$ cat config.mk
export PLATFORM = sky130hd
export DESIGN_NAME = cscr_regs
export DESIGN_NICKNAME = d
export VERILOG_FILES = /design/src/cscr_pkg.sv /design/src/cscr_regs.sv /design/src/cscr_event_regs.sv
export SDC_FILE = /design/constraint.sdc
export NUM_CORES = 1
export LEC_CHECK = 0
export BUFFER_PORTS_ARGS = -buffer_cell sky130_fd_sc_hd__clkbuf_2
export CORE_MARGIN = 4
export CORE_UTILIZATION = 53
export CTS_CLUSTER_SIZE = 28
export DETAILED_ROUTE_END_ITERATION = 16
export PLACE_DENSITY = 0.83
export SLEW_MARGIN = 20
export SYNTH_ARGS = -nofsm -noshare
export SYNTH_HDL_FRONTEND = slang
export SYNTH_SLANG_ARGS = --single-unit
$ cat constraint.sdc
create_clock -name clock -period 1.95 [get_ports clock]
set_clock_uncertainty 0.1 [all_clocks]
set_input_delay 0.2925 -clock clock [delete_from_list [all_inputs] [get_ports clock]]
set_output_delay 0.2925 -clock clock [all_outputs]
set_load 0.03 [all_outputs]
$ cat src/cscr_pkg.sv
// Package for the CPU status and core control register pair.
// Assumes a 16-bit register port with four word addresses.
package cscr_pkg;
    localparam int DATA_W = 16;
    localparam int ADDR_W = 4;
    localparam int NEST_W = 3;
    // Register addresses
    localparam logic [3:0] ADDR_CPU_STATUS = 4'h0;
    localparam logic [3:0] ADDR_CORE_CONTROL = 4'h1;
    localparam logic [3:0] ADDR_EVENT_STATUS = 4'h2;
    localparam logic [3:0] ADDR_EVENT_MASK = 4'h3;
    // Status register fields
    localparam int ST_OVF_A = 15;
    localparam int ST_OVF_B = 14;
    localparam int ST_SAT_A = 13;
    localparam int ST_SAT_B = 12;
    localparam int ST_OVF_AB = 11;
    localparam int ST_SAT_AB = 10;
    localparam int ST_LOOP = 9;
    localparam int ST_DC = 8;
    localparam int ST_PRI_LO = 5;
    localparam int ST_ALU_LO = 0;
    localparam int ALU_W = 5;
    // Core control fields
    localparam int CC_SIGN = 12;
    localparam int CC_EARLY = 11;
    localparam int CC_NEST = 8;
    localparam int CC_SAT_A = 7;
    localparam int CC_SAT_B = 6;
    localparam int CC_SAT_DW = 5;
    localparam int CC_ACCSAT = 4;
    localparam int CC_PRI_HI = 3;
    localparam int CC_PSV = 2;
    localparam int CC_RND = 1;
    localparam int CC_INT = 0;
    // Reset values
    localparam logic [15:0] CPU_STATUS_RST = 16'h0000;
    localparam logic [15:0] CORE_CONTROL_RST = 16'h0020;
    // Event bits: sat A, sat B, ovf A, ovf B, early terminate done
    localparam int EV_W = 5;
    localparam logic [4:0] EV_RST = 5'h00;
    // Early-terminate sequencer states
    typedef enum logic [1:0] {
        CSCR_IDLE = 2'b00,
        CSCR_ARMED = 2'b01,
        CSCR_DONE = 2'b11
    } cscr_term_e;
endpackage : cscr_pkg

$ cat src/cscr_regs.sv
// CPU status and core control register pair with DSP-side status inputs.
// Assumes a single clock; the core reports loop and accumulator events.
// Functional notes
// - Software may read or clear the combined saturation flag, never set it, and clearing it clears both per-accumulator flags.
// - The loop-active bit is 1 while a hardware loop runs and 0 otherwise.
// - The sign control bit selects unsigned multiplies when 1 and signed when 0.
// - Writing 1 to the early terminate bit ends the running loop at the end of its iteration; 0 does nothing.
// - The early terminate bit always reads as 0.
// - The nesting depth field is read-only and reports 0 to 7 active loops in binary.
// - Each accumulator has a saturation enable that turns saturation on when 1.
// - Program memory is mapped into data space only while the visibility bit is 1.
// - The multiplier mode bit selects integer when 1 and fractional when 0.
// - The priority level joins the three low bits of status with the high bit of control.
// - While the priority high bit is 1 all user interrupts are disabled.
// - The three low priority bits are read-only while nesting disable is 1.
//
// The plain strobed port and the register addresses were chosen for this implementation.
`timescale 1ns/1ps
module cscr_regs
    import cscr_pkg::*;
#(
    parameter int DW = cscr_pkg::DATA_W,
    parameter int AW = cscr_pkg::ADDR_W
) (
    input wire logic clock,
    input wire logic rst_n,
    input wire logic [AW-1:0] reg_addr,
    input wire logic [DW-1:0] reg_wdata,
    input wire logic reg_write,
    input wire logic reg_read,
    output logic [DW-1:0] reg_rdata,
    input wire logic acc_a_overflow_in,
    input wire logic acc_b_overflow_in,
    input wire logic acc_a_saturate_evt,
    input wire logic acc_b_saturate_evt,
    input wire logic loop_running,
    input wire logic [cscr_pkg::NEST_W-1:0] loop_depth_in,
    input wire logic loop_iteration_end,
    input wire logic [cscr_pkg::ALU_W-1:0] alu_flags_in,
    input wire logic alu_flags_we,
    input wire logic digit_carry_in,
    input wire logic nesting_disable_control,
    input wire logic [2:0] core_priority_in,
    input wire logic core_priority_we,
    output logic multiply_sign_select,
    output logic multiply_integer_mode,
    output logic acc_a_saturation_enable,
    output logic acc_b_saturation_enable,
    output logic data_write_saturation_enable,
    output logic super_saturation_mode,
    output logic rounding_mode,
    output logic program_space_visibility,
    output logic loop_terminate_req,
    output logic [3:0] cpu_priority_level,
    output logic user_irq_enable,
    output logic irq
);
    import cscr_pkg::*;

    // Status state
    logic acc_a_overflow_flag;
    logic acc_b_overflow_flag;
    logic acc_a_saturated_flag;
    logic acc_b_saturated_flag;
    logic loop_active_flag;
    logic [NEST_W-1:0] loop_nesting_depth;
    logic digit_carry_reg;
    logic [2:0] priority_low_bits;
    logic [ALU_W-1:0] alu_flags_reg;
    // Control state
    logic [DW-1:0] ctrl_reg;
    logic priority_high_bit;
    cscr_term_e term_state_reg;
    cscr_term_e term_state_next;
    // Decode
    logic wr_status;
    logic wr_ctrl;
    logic wr_evstat;
    logic wr_evmask;
    logic sat_ab_clear;
    logic combined_saturation_flag;
    logic combined_overflow_flag;
    logic [EV_W-1:0] ev_set;
    logic [EV_W-1:0] ev_clear;
    logic [EV_W-1:0] ev_status;
    logic [EV_W-1:0] ev_mask;
    logic sat_a_clear;
    logic sat_b_clear;
    logic [DW-1:0] status_word;
    logic [DW-1:0] control_word;

    function automatic logic addr_hit(input logic [AW-1:0] a, input logic [3:0] r);
        addr_hit = (a == AW'(r));
    endfunction : addr_hit

    assign wr_status = reg_write && addr_hit(reg_addr, ADDR_CPU_STATUS);
    assign wr_ctrl = reg_write && addr_hit(reg_addr, ADDR_CORE_CONTROL);
    assign wr_evstat = reg_write && addr_hit(reg_addr, ADDR_EVENT_STATUS);
    assign wr_evmask = reg_write && addr_hit(reg_addr, ADDR_EVENT_MASK);

    // Software write of 0 to combined saturation bit clears; 1 has no effect
    assign sat_ab_clear = wr_status && !reg_wdata[ST_SAT_AB];

    // Per-accumulator clear: own bit or combined bit written 0
    assign sat_a_clear = sat_ab_clear || (wr_status && !reg_wdata[ST_SAT_A]);
    assign sat_b_clear = sat_ab_clear || (wr_status && !reg_wdata[ST_SAT_B]);

    // Combined flags are derived, never stored
    assign combined_saturation_flag = acc_a_saturated_flag | acc_b_saturated_flag;
    assign combined_overflow_flag = acc_a_overflow_flag | acc_b_overflow_flag;

    // Overflow flag A follows the DSP engine
    always_ff @(posedge clock or negedge rst_n) begin
        if (!rst_n) begin
            acc_a_overflow_flag <= 1'b0;
        end else begin
            acc_a_overflow_flag <= acc_a_overflow_in;
        end
    end

    // Overflow flag B follows the DSP engine
    always_ff @(posedge clock or negedge rst_n) begin
        if (!rst_n) begin
            acc_b_overflow_flag <= 1'b0;
        end else begin
            acc_b_overflow_flag <= acc_b_overflow_in;
        end
    end

    // Sticky saturation flag A; engine event wins over software clear
    always_ff @(posedge clock or negedge rst_n) begin
        if (!rst_n) begin
            acc_a_saturated_flag <= 1'b0;
        end else if (acc_a_saturate_evt) begin
            acc_a_saturated_flag <= 1'b1;
        end else if (sat_a_clear) begin
            acc_a_saturated_flag <= 1'b0;
        end
    end

    // Sticky saturation flag B; same priority as flag A
    always_ff @(posedge clock or negedge rst_n) begin
        if (!rst_n) begin
            acc_b_saturated_flag <= 1'b0;
        end else if (acc_b_saturate_evt) begin
            acc_b_saturated_flag <= 1'b1;
        end else if (sat_b_clear) begin
            acc_b_saturated_flag <= 1'b0;
        end
    end

    // Loop-active bit mirrors the loop engine
    always_ff @(posedge clock or negedge rst_n) begin
        if (!rst_n) begin
            loop_active_flag <= 1'b0;
        end else begin
            loop_active_flag <= loop_running;
        end
    end

    // Nesting depth mirrors the loop engine
    always_ff @(posedge clock or negedge rst_n) begin
        if (!rst_n) begin
            loop_nesting_depth <= '0;
        end else begin
            loop_nesting_depth <= loop_depth_in;
        end
    end

    // Priority low bits: core update has priority, software only when allowed
    always_ff @(posedge clock or negedge rst_n) begin
        if (!rst_n) begin
            priority_low_bits <= 3'h0;
        end else if (core_priority_we) begin
            priority_low_bits <= core_priority_in;
        end else if (wr_status && !nesting_disable_control) begin
            priority_low_bits <= reg_wdata[ST_PRI_LO +: 3];
        end
    end

    // Digit carry, core update beats software
    always_ff @(posedge clock or negedge rst_n) begin
        if (!rst_n) begin
            digit_carry_reg <= 1'b0;
        end else if (alu_flags_we) begin
            digit_carry_reg <= digit_carry_in;
        end else if (wr_status) begin
            digit_carry_reg <= reg_wdata[ST_DC];
        end
    end

    // ALU flags, core update beats software
    always_ff @(posedge clock or negedge rst_n) begin
        if (!rst_n) begin
            alu_flags_reg <= '0;
        end else if (alu_flags_we) begin
            alu_flags_reg <= alu_flags_in;
        end else if (wr_status) begin
            alu_flags_reg <= reg_wdata[ST_ALU_LO +: ALU_W];
        end
    end

    // Core control bits; early terminate and depth not stored here
    always_ff @(posedge clock or negedge rst_n) begin
        if (!rst_n) begin
            ctrl_reg <= CORE_CONTROL_RST;
        end else if (wr_ctrl) begin
            ctrl_reg[CC_SIGN] <= reg_wdata[CC_SIGN];
            ctrl_reg[CC_SAT_A] <= reg_wdata[CC_SAT_A];
            ctrl_reg[CC_SAT_B] <= reg_wdata[CC_SAT_B];
            ctrl_reg[CC_SAT_DW] <= reg_wdata[CC_SAT_DW];
            ctrl_reg[CC_ACCSAT] <= reg_wdata[CC_ACCSAT];
            ctrl_reg[CC_PSV] <= reg_wdata[CC_PSV];
            ctrl_reg[CC_RND] <= reg_wdata[CC_RND];
            ctrl_reg[CC_INT] <= reg_wdata[CC_INT];
        end
    end

    // Priority high bit: software may only clear it, as marked clear-only
    always_ff @(posedge clock or negedge rst_n) begin
        if (!rst_n) begin
            priority_high_bit <= 1'b0;
        end else if (wr_ctrl && !reg_wdata[CC_PRI_HI]) begin
            priority_high_bit <= 1'b0;
        end
    end

    // Early terminate sequencer: arm on write of 1, fire at iteration end
    always_comb begin
        term_state_next = term_state_reg;
        case (term_state_reg)
            CSCR_IDLE: begin
                if (wr_ctrl && reg_wdata[CC_EARLY] && loop_running) begin
                    term_state_next = CSCR_ARMED;
                end
            end
            CSCR_ARMED: begin
                // Iteration end first: the engine may drop running on that edge
                if (loop_iteration_end) begin
                    term_state_next = CSCR_DONE;
                end else if (!loop_running) begin
                    term_state_next = CSCR_IDLE;
                end
            end
            CSCR_DONE: begin
                term_state_next = CSCR_IDLE;
            end
            default: begin
                term_state_next = CSCR_IDLE;
            end
        endcase
    end

    always_ff @(posedge clock or negedge rst_n) begin
        if (!rst_n) begin
            term_state_reg <= CSCR_IDLE;
        end else begin
            term_state_reg <= term_state_next;
        end
    end

    // Terminate request held while armed, so engine ends at iteration end
    assign loop_terminate_req = (term_state_reg == CSCR_ARMED);

    // Control outputs
    assign multiply_sign_select = ctrl_reg[CC_SIGN];
    assign multiply_integer_mode = ctrl_reg[CC_INT];
    assign acc_a_saturation_enable = ctrl_reg[CC_SAT_A];
    assign acc_b_saturation_enable = ctrl_reg[CC_SAT_B];
    assign data_write_saturation_enable = ctrl_reg[CC_SAT_DW];
    assign super_saturation_mode = ctrl_reg[CC_ACCSAT];
    assign rounding_mode = ctrl_reg[CC_RND];
    assign program_space_visibility = ctrl_reg[CC_PSV];
    assign cpu_priority_level = {priority_high_bit, priority_low_bits};
    assign user_irq_enable = !priority_high_bit;

    // Events: saturation, overflow rises, loop terminated
    assign ev_set = {term_state_reg == CSCR_DONE,
                     acc_b_overflow_in & ~acc_b_overflow_flag,
                     acc_a_overflow_in & ~acc_a_overflow_flag,
                     acc_b_saturate_evt, acc_a_saturate_evt};
    assign ev_clear = wr_evstat ? reg_wdata[EV_W-1:0] : '0;

    cscr_event_regs #(
        .W(EV_W)
    ) u_events (
        .clock(clock),
        .rst_n(rst_n),
        .event_set(ev_set),
        .clear_mask(ev_clear),
        .mask_we(wr_evmask),
        .mask_wdata(reg_wdata[EV_W-1:0]),
        .status_reg(ev_status),
        .mask_reg(ev_mask),
        .irq(irq)
    );

    // Status word as software reads it, field by field
    always_comb begin
        status_word = '0;
        status_word[ST_OVF_A] = acc_a_overflow_flag;
        status_word[ST_OVF_B] = acc_b_overflow_flag;
        status_word[ST_SAT_A] = acc_a_saturated_flag;
        status_word[ST_SAT_B] = acc_b_saturated_flag;
        status_word[ST_OVF_AB] = combined_overflow_flag;
        status_word[ST_SAT_AB] = combined_saturation_flag;
        status_word[ST_LOOP] = loop_active_flag;
        status_word[ST_DC] = digit_carry_reg;
        status_word[ST_PRI_LO +: 3] = priority_low_bits;
        status_word[ST_ALU_LO +: ALU_W] = alu_flags_reg;
    end

    // Control word; early terminate bit stays 0, depth is live status
    always_comb begin
        control_word = '0;
        control_word[CC_SIGN] = ctrl_reg[CC_SIGN];
        control_word[CC_NEST +: NEST_W] = loop_nesting_depth;
        control_word[CC_SAT_A] = ctrl_reg[CC_SAT_A];
        control_word[CC_SAT_B] = ctrl_reg[CC_SAT_B];
        control_word[CC_SAT_DW] = ctrl_reg[CC_SAT_DW];
        control_word[CC_ACCSAT] = ctrl_reg[CC_ACCSAT];
        control_word[CC_PRI_HI] = priority_high_bit;
        control_word[CC_PSV] = ctrl_reg[CC_PSV];
        control_word[CC_RND] = ctrl_reg[CC_RND];
        control_word[CC_INT] = ctrl_reg[CC_INT];
    end

    // Read data, registered, one cycle after the read strobe
    always_ff @(posedge clock or negedge rst_n) begin
        if (!rst_n) begin
            reg_rdata <= '0;
        end else if (reg_read) begin
            case (reg_addr)
                AW'(ADDR_CPU_STATUS): begin
                    reg_rdata <= status_word;
                end
                AW'(ADDR_CORE_CONTROL): begin
                    reg_rdata <= control_word;
                end
                AW'(ADDR_EVENT_STATUS): begin
                    reg_rdata <= {{(DW-EV_W){1'b0}}, ev_status};
                end
                AW'(ADDR_EVENT_MASK): begin
                    reg_rdata <= {{(DW-EV_W){1'b0}}, ev_mask};
                end
                default: begin
                    reg_rdata <= '0;
                end
            endcase
        end else begin
            reg_rdata <= '0;
        end
    end
endmodule : cscr_regs

$ cat src/cscr_event_regs.sv
// Sticky event status with mask and a level interrupt output.
// Assumes write-one-to-clear from the register port.
`timescale 1ns/1ps
module cscr_event_regs #(
    parameter int W = 5
) (
    input wire logic clock,
    input wire logic rst_n,
    input wire logic [W-1:0] event_set,
    input wire logic [W-1:0] clear_mask,
    input wire logic mask_we,
    input wire logic [W-1:0] mask_wdata,
    output logic [W-1:0] status_reg,
    output logic [W-1:0] mask_reg,
    output logic irq
);
    // Sticky status, set wins over clear
    always_ff @(posedge clock or negedge rst_n) begin
        if (!rst_n) begin
            status_reg <= '0;
        end else begin
            status_reg <= (status_reg & ~clear_mask) | event_set;
        end
    end
    // Mask register
    always_ff @(posedge clock or negedge rst_n) begin
        if (!rst_n) begin
            mask_reg <= '0;
        end else if (mask_we) begin
            mask_reg <= mask_wdata;
        end
    end
    // Level interrupt
    assign irq = |(status_reg & mask_reg);
endmodule : cscr_event_regs

==> key figures, run 1 <==
Clock network
  • Clock slew at reported path FFs: 0.09 ns
  • CTS tree: built
  • Post-CTS Setup Bufs: 0
  • Maximum root-to-sink buffer count: 2
  • Clock sink count: 53
  • Root buffer cell: clkbuf_8
  • H-Tree Level Count: 2
  • Clock latency on the worst-skew pair: 0.31 ns
  • TritonCTS buffer count: 5

Finish
  • Layout cells sized above 1: 41.5%
  • Area grow syn2layout: 27.5%
  • Max reg flops: 16
  • Layout Utilization: 71.0%
  • Most flops, register: reg_rdata
  • Nets: 319
  • Antenna fix cells: 0

Critical path
  • Worst reg-to-reg path cell count: 2
  • Reg2reg start: u_events.mask_reg[4]
  • Crit path launch type: register
  • Crit Path Category: register to primary output
  • Crit Path Max Fanout: 3
  • Worst Setup SP: u_events.mask_reg[3]
  • CP arrival: 1.42 ns
  • Setup crit end kind: primary output
  • WP data required: 1.56 ns

Yosys
  • Synth cell count leaders: 52 x dfrtp_1, 16 x mux2_2, 14 x a21oi_1, 11 x nor2_1
  • Synth area leaders: dfrtp_1 57%, mux2_2 7.9%, a21oi_1 3.1%
  • Seq/Total Area, Yosys: 58.3%
  • Yosys top cell area share: 57.2%
  • Mapped Nets: 236
  • Unique masters post-synth: 37
  • Syn Area/Cell: 11.9 µm²
  • Synthesized area: 2280 µm²
  • Yosys top cell by area: dfrtp_1
  • Most common cell in the netlist: dfrtp_1
  • YS warnings: 0
  • Synth async-reset ratio: 100%
  • Ys flop type: dfrtp_1
  • Gate Count Post-Synth: 191
  • Number of synthesized flops with an enable pin: 0
  • Yosys reg bits: 53

Min path
  • Worst hold path class: input port to register
  • Worst Hold Depth: 1
  • Hold path startpoint: acc_b_overflow_in

STA
  • Final Worst Setup Slack: 0.133 ns
  • Tcrit/Tclk final: 93.2%
  • Worst-Margin Slew: 0.559 ns
  • Minimum hold slack: 0.0211 ns
  • Endpoints failing setup: 0
  • FMAX: 550 MHz
  • Slew Limit Fails: 0
  • Min cycle time layout: 1.82 ns
  • Unrepaired setup endpoints after global routing: false
  • Max_slew headroom: 62.8%
  • Endpoints failing hold: 0
  • Setup TNS: 0 ns

Floorplan
  • Die Y: 73.5 µm
  • Die area: 5410 µm²
  • Initial Utilization: 55.7%
  • Core area: 4090 µm²
  • Die W: 73.5 µm
  • Row Count: 23
  • Num ports: 76

Pwr
  • Power consumption: 2480 µW
  • Reg power frac: 50.8%
  • Pint: 1770 µW
  • Switching pwr: 711 µW
  • Switching Share: 28.6%
  • Clock Power Share: 30.2%
  • Combinational share of power: 19.0%
  • Leak: 0.00137 µW
  • Worst vdd ir: 0.556 mV
  • Pwr dens: 856 nW/µm²

Drt
  • Drt first-iter violations: 176
  • WL met2: 2540 µm
  • Total Routed Length: 5300 µm
  • Vias per inst: 5.65
  • Final antenna-violating net count: 0
  • Routed length per instance: 16.3 µm
  • WL met3: 414 µm
  • Routed met1 length: 2250 µm
  • Max Used Layer: met4
  • DRC: 0
  • Pre-antenna DRT Iters: 4
  • Via Count: 1,836

Placement
  • Number of I/O port buffers: 70
  • GP Congestion: 0.789
  • Post-DP HPWL: 3900 µm
  • Pre-CTS setup slack: 0.313 ns

Run
  • Max-cap violations: 0

Global routing
  • Initial antenna violation count: 0
  • Total grt overflow: 0
  • Largest net degree at the start of global routing: 26
  • GRT Overall Usage: 21.7%
  • First-pass GRT wire length: 8800 µm
  • Vias in the first global route: 1,884

Run status
  • Status: completed
-- kinds of logic after synthesis --
group                  synth area share, %
other                                0.330
buffers and inverters                 2.86
DFF                                   58.3
AOI/OAI and AO/OA                     15.0
and+or+nand+nor                       14.1
muxes                                 9.35
-- cell type report --
| class | count | area (µm²) |
|---|---|---|
| clock buffers | 5 | 68.8 |
| flip-flops and latches | 53 | 1330 |
| clock inverters | 3 | 46.3 |
| inverters | 2 | 7.51 |
| fillers | 302 | 1180 |
| well taps | 50 | 62.6 |
| repair buffers | 87 | 505 |
| multi-input cells | 125 | 883 |
-- cell usage in the layout, fill, tap and decap left out, drive strengths merged, types with 4 or more instances in the layout --
cell	synthesis	layout
nand4b	5	5
a21o	4	4
dlygate4sd3	0	6
nor2	11	11
nand3	4	4
buf	7	11
nand2	10	10
a22oi	7	7
dfrtp	52	52
nor2b	10	10
a21oi	14	14
a31oi	9	9
clkbuf	4	75
o21ai	11	11
mux2	16	16
-- repair_timing --
item                                   CTS  global route
endpoints found under the hold margin   22             0
resized for setup                        0             0
hold buffers                             6             0
-- worst max-delay path, cell delays in order (launching register included) --
cell and delay [ns]:
dfrtp_1 0.41, a222oi_1 0.41, nand2_1 0.10, clkbuf_2 0.20
-- worst paths after layout --
path,end,slack (ns)
max,irq,0.13
min,acc_b_overflow_flag,0.02
max reg2reg,reg_rdata[4],0.67
min reg2reg,term_state_reg[0],0.39
max in group asynchronous,reg_rdata[0],0.81
min in group asynchronous,program_space_visibility,0.39
-- layer usage --
layer  vias to the layer above  global-route usage (%)
met3                         9                    5.20
met4                         0                    8.85
li1                        860                       -
met2                        84                    34.7
met1                       883                    28.3
met5                         -                       0
-- power groups by stage --
stage          logic, µW  clock network (µW)  registers (µW)
6_report             473                 750            1260
5_1_grt              513                 804            1270
4_1_cts              475                 768            1260
3_5_place_dp         465                   0            1280
3_3_place_gp         458                   0            1280
2_1_floorplan        190                   0            1370
-- per-stage QoR --
step | cell area [µm²] | cells
after floorplan | 2280 | 191
after global placement | 2730 | 311
after detailed placement | 2730 | 311
after CTS | 2900 | 325
after global routing | 2900 | 325
final | 2900 | 325
Power figures use the tool's default switching activity.
==> run 2, diff against run 1 <==
--- a/config.mk
+++ b/config.mk
@@ -7,10 +7,10 @@
 export LEC_CHECK = 0
 export BUFFER_PORTS_ARGS = -buffer_cell sky130_fd_sc_hd__clkbuf_2
 export CORE_MARGIN = 4
-export CORE_UTILIZATION = 53
+export CORE_UTILIZATION = 35
+export CTS_BUF_LIST = sky130_fd_sc_hd__clkbuf_2 sky130_fd_sc_hd__clkbuf_4 sky130_fd_sc_hd__clkbuf_8
 export CTS_CLUSTER_SIZE = 28
 export DETAILED_ROUTE_END_ITERATION = 16
-export PLACE_DENSITY = 0.83
 export SLEW_MARGIN = 20
 export SYNTH_ARGS = -nofsm -noshare
 export SYNTH_HDL_FRONTEND = slang
==> run 2 against run 1 <==
  * Via count decreased by 1.4%
  * Final cell count increased by 7.7%
  * Wire length increased by 7.5%
  * Flip-flop and latch count unchanged
==> key figures, run 2 (synthesis results as in run 1) <==
Run status
  • Status: completed

Critical path
  • Crit Path Category: register to primary output
  • Crit Path Max Fanout: 3
  • CP arrival: 1.36 ns
  • Worst R2R Setup Slack: 0.67 ns
  • Crit path launch type: register
  • Setup crit end kind: primary output
  • WP data required: 1.56 ns

Finish
  • Max reg flops: 16
  • Most flops, register: reg_rdata
  • Fill cells: 614
  • Post-route cell area: 2880 µm²
  • Most frequent cells in the layout: 70 x clkbuf_2, 52 x dfrtp_1, 16 x mux2_2
  • Layout cells sized above 1: 41.8%
  • Final cell count without fillers: 350
  • Antenna fix cells: 0
  • Nets: 317
  • Commonest non-fill, non-tap cell in the layout: clkbuf_2
  • Area grow syn2layout: 26.5%

STA
  • Tcrit/Tclk final: 89.7%
  • FMAX: 572 MHz
  • Slew Limit Fails: 0
  • Endpoints failing setup: 0
  • Min cycle time layout: 1.75 ns
  • Setup TNS: 0 ns
  • Endpoints failing hold: 0
  • Unrepaired setup endpoints after global routing: false

Floorplan
  • Num ports: 76
  • Die W: 88.6 µm
  • Die Y: 88.6 µm
  • Initial Utilization: 35.8%
  • Core area: 6350 µm²
  • Die area: 7860 µm²
  • Row Count: 29

Clock network
  • Clock slew at reported path FFs: 0.09 ns
  • Resized Gates After CTS: 0
  • Clock sink count: 53
  • TritonCTS buffer count: 5
  • H-Tree Level Count: 2
  • Root buffer cell: clkbuf_8
  • Maximum root-to-sink buffer count: 2
  • Clock latency on the worst-skew pair: 0.30 ns
  • CTS tree: built

Global routing
  • GRT Overall Usage: 15.5%
  • Vias in the first global route: 1,845
  • Initial antenna violation count: 0
  • Largest net degree at the start of global routing: 24
  • First-pass GRT wire length: 9140 µm
  • Total grt overflow: 0

Pwr
  • Reg power frac: 53.6%
  • Worst vdd ir: 0.427 mV
  • Leak: 0.00136 µW
  • Switching Share: 28.6%
  • Switching pwr: 675 µW
  • Combinational share of power: 19.7%
  • Pint: 1680 µW
  • Pwr dens: 819 nW/µm²
  • Clock Power Share: 26.7%

Drt
  • Final antenna-violating net count: 0
  • Pre-antenna DRT Iters: 5
  • Vias per inst: 5.17
  • Routed length per instance: 16.3 µm
  • Via Count: 1,810
  • Total Routed Length: 5700 µm
  • Drt first-iter violations: 75
  • DRC: 0

Placement
  • GP Congestion: 0.790
  • Placed inst area: 2750 µm²
  • Number of I/O port buffers: 70
  • Post-DP HPWL: 4260 µm
  • Cells after DPL: 338

Run
  • Max-cap violations: 0

Min path
  • Worst hold path class: input port to register
run 2: changes by cell type in the layout (fill, tap and decap cells not counted), sizes merged:
cell / delta
dlygate4sd3: -2
bufinv: -1
clkbuf: +3
clkinvlp: -1
clkinv: -1
run 2: metal layers:
metal / vias to the layer above / share of wire [%] / global-route usage (%)
met5: - / 0 / 0
met4: 0 / 0.97 / 3.71
met3: 7 / 8.5 / 4.19
met2: 66 / 48 / 25.5
met1: 884 / 43 / 20.3
li1: 853 / - / -
run 2: layout make-up:
type	count	area, µm²	share of cell area [%]
inverters	2	7.51	0.261
multi-input cells	125	883	30.7
well taps	77	96.3	3.35
flip-flops and latches	53	1330	46.1
repair buffers	85	473	16.4
clock buffers	8	91.3	3.17
run 2: worst max-delay path, cell delays in order, from the launching register on:
cell,delay (ns)
dfrtp_1,0.41
a222oi_1,0.36
nand2_1,0.10
clkbuf_2,0.20
run 2: what timing repair did:
action	4_1_cts	5_1_grt
setup endpoints to repair	0	0
endpoints found under the hold margin	16	0
setup buffers	0	0
hold buffers	4	0
run 2: power by group through the flow:
stage          logic [µW]  clock network (µW)  registers, µW
6_report              465                 628           1260
5_1_grt               511                 700           1280
4_1_cts               472                 652           1260
3_5_place_dp          465                   0           1290
3_3_place_gp          460                   0           1280
2_1_floorplan         190                   0           1370
run 2: path summary, 6_finish.rpt:
kind,end,cells after the start,startpoint
max in group asynchronous,data_write_saturation_enable,3,rst_n
hold reg to reg,term_state_reg[0],1,term_state_reg[1]
hold / removal,acc_b_overflow_flag,1,acc_b_overflow_in
setup reg to reg,reg_rdata[4],2,u_events.status_reg[4]
setup / recovery,irq,3,u_events.status_reg[3]
min in group asynchronous,reg_rdata[14],2,rst_n
run 2: through the flow:
stage / setup slack (ns) / utilization [%] / hold WS (ns) / total power (µW)
2_1_floorplan: 0.479 / - / -0.103 / 1560
3_3_place_gp: 0.266 / 43.3 / 0.123 / 1740
3_5_place_dp: 0.264 / 43.3 / 0.132 / 1750
4_1_cts: 0.174 / 45.3 / 0.00591 / 2390
5_1_grt: 0.0970 / 45.3 / 0.00462 / 2490
6_report: 0.202 / 45.3 / 0.0143 / 2360
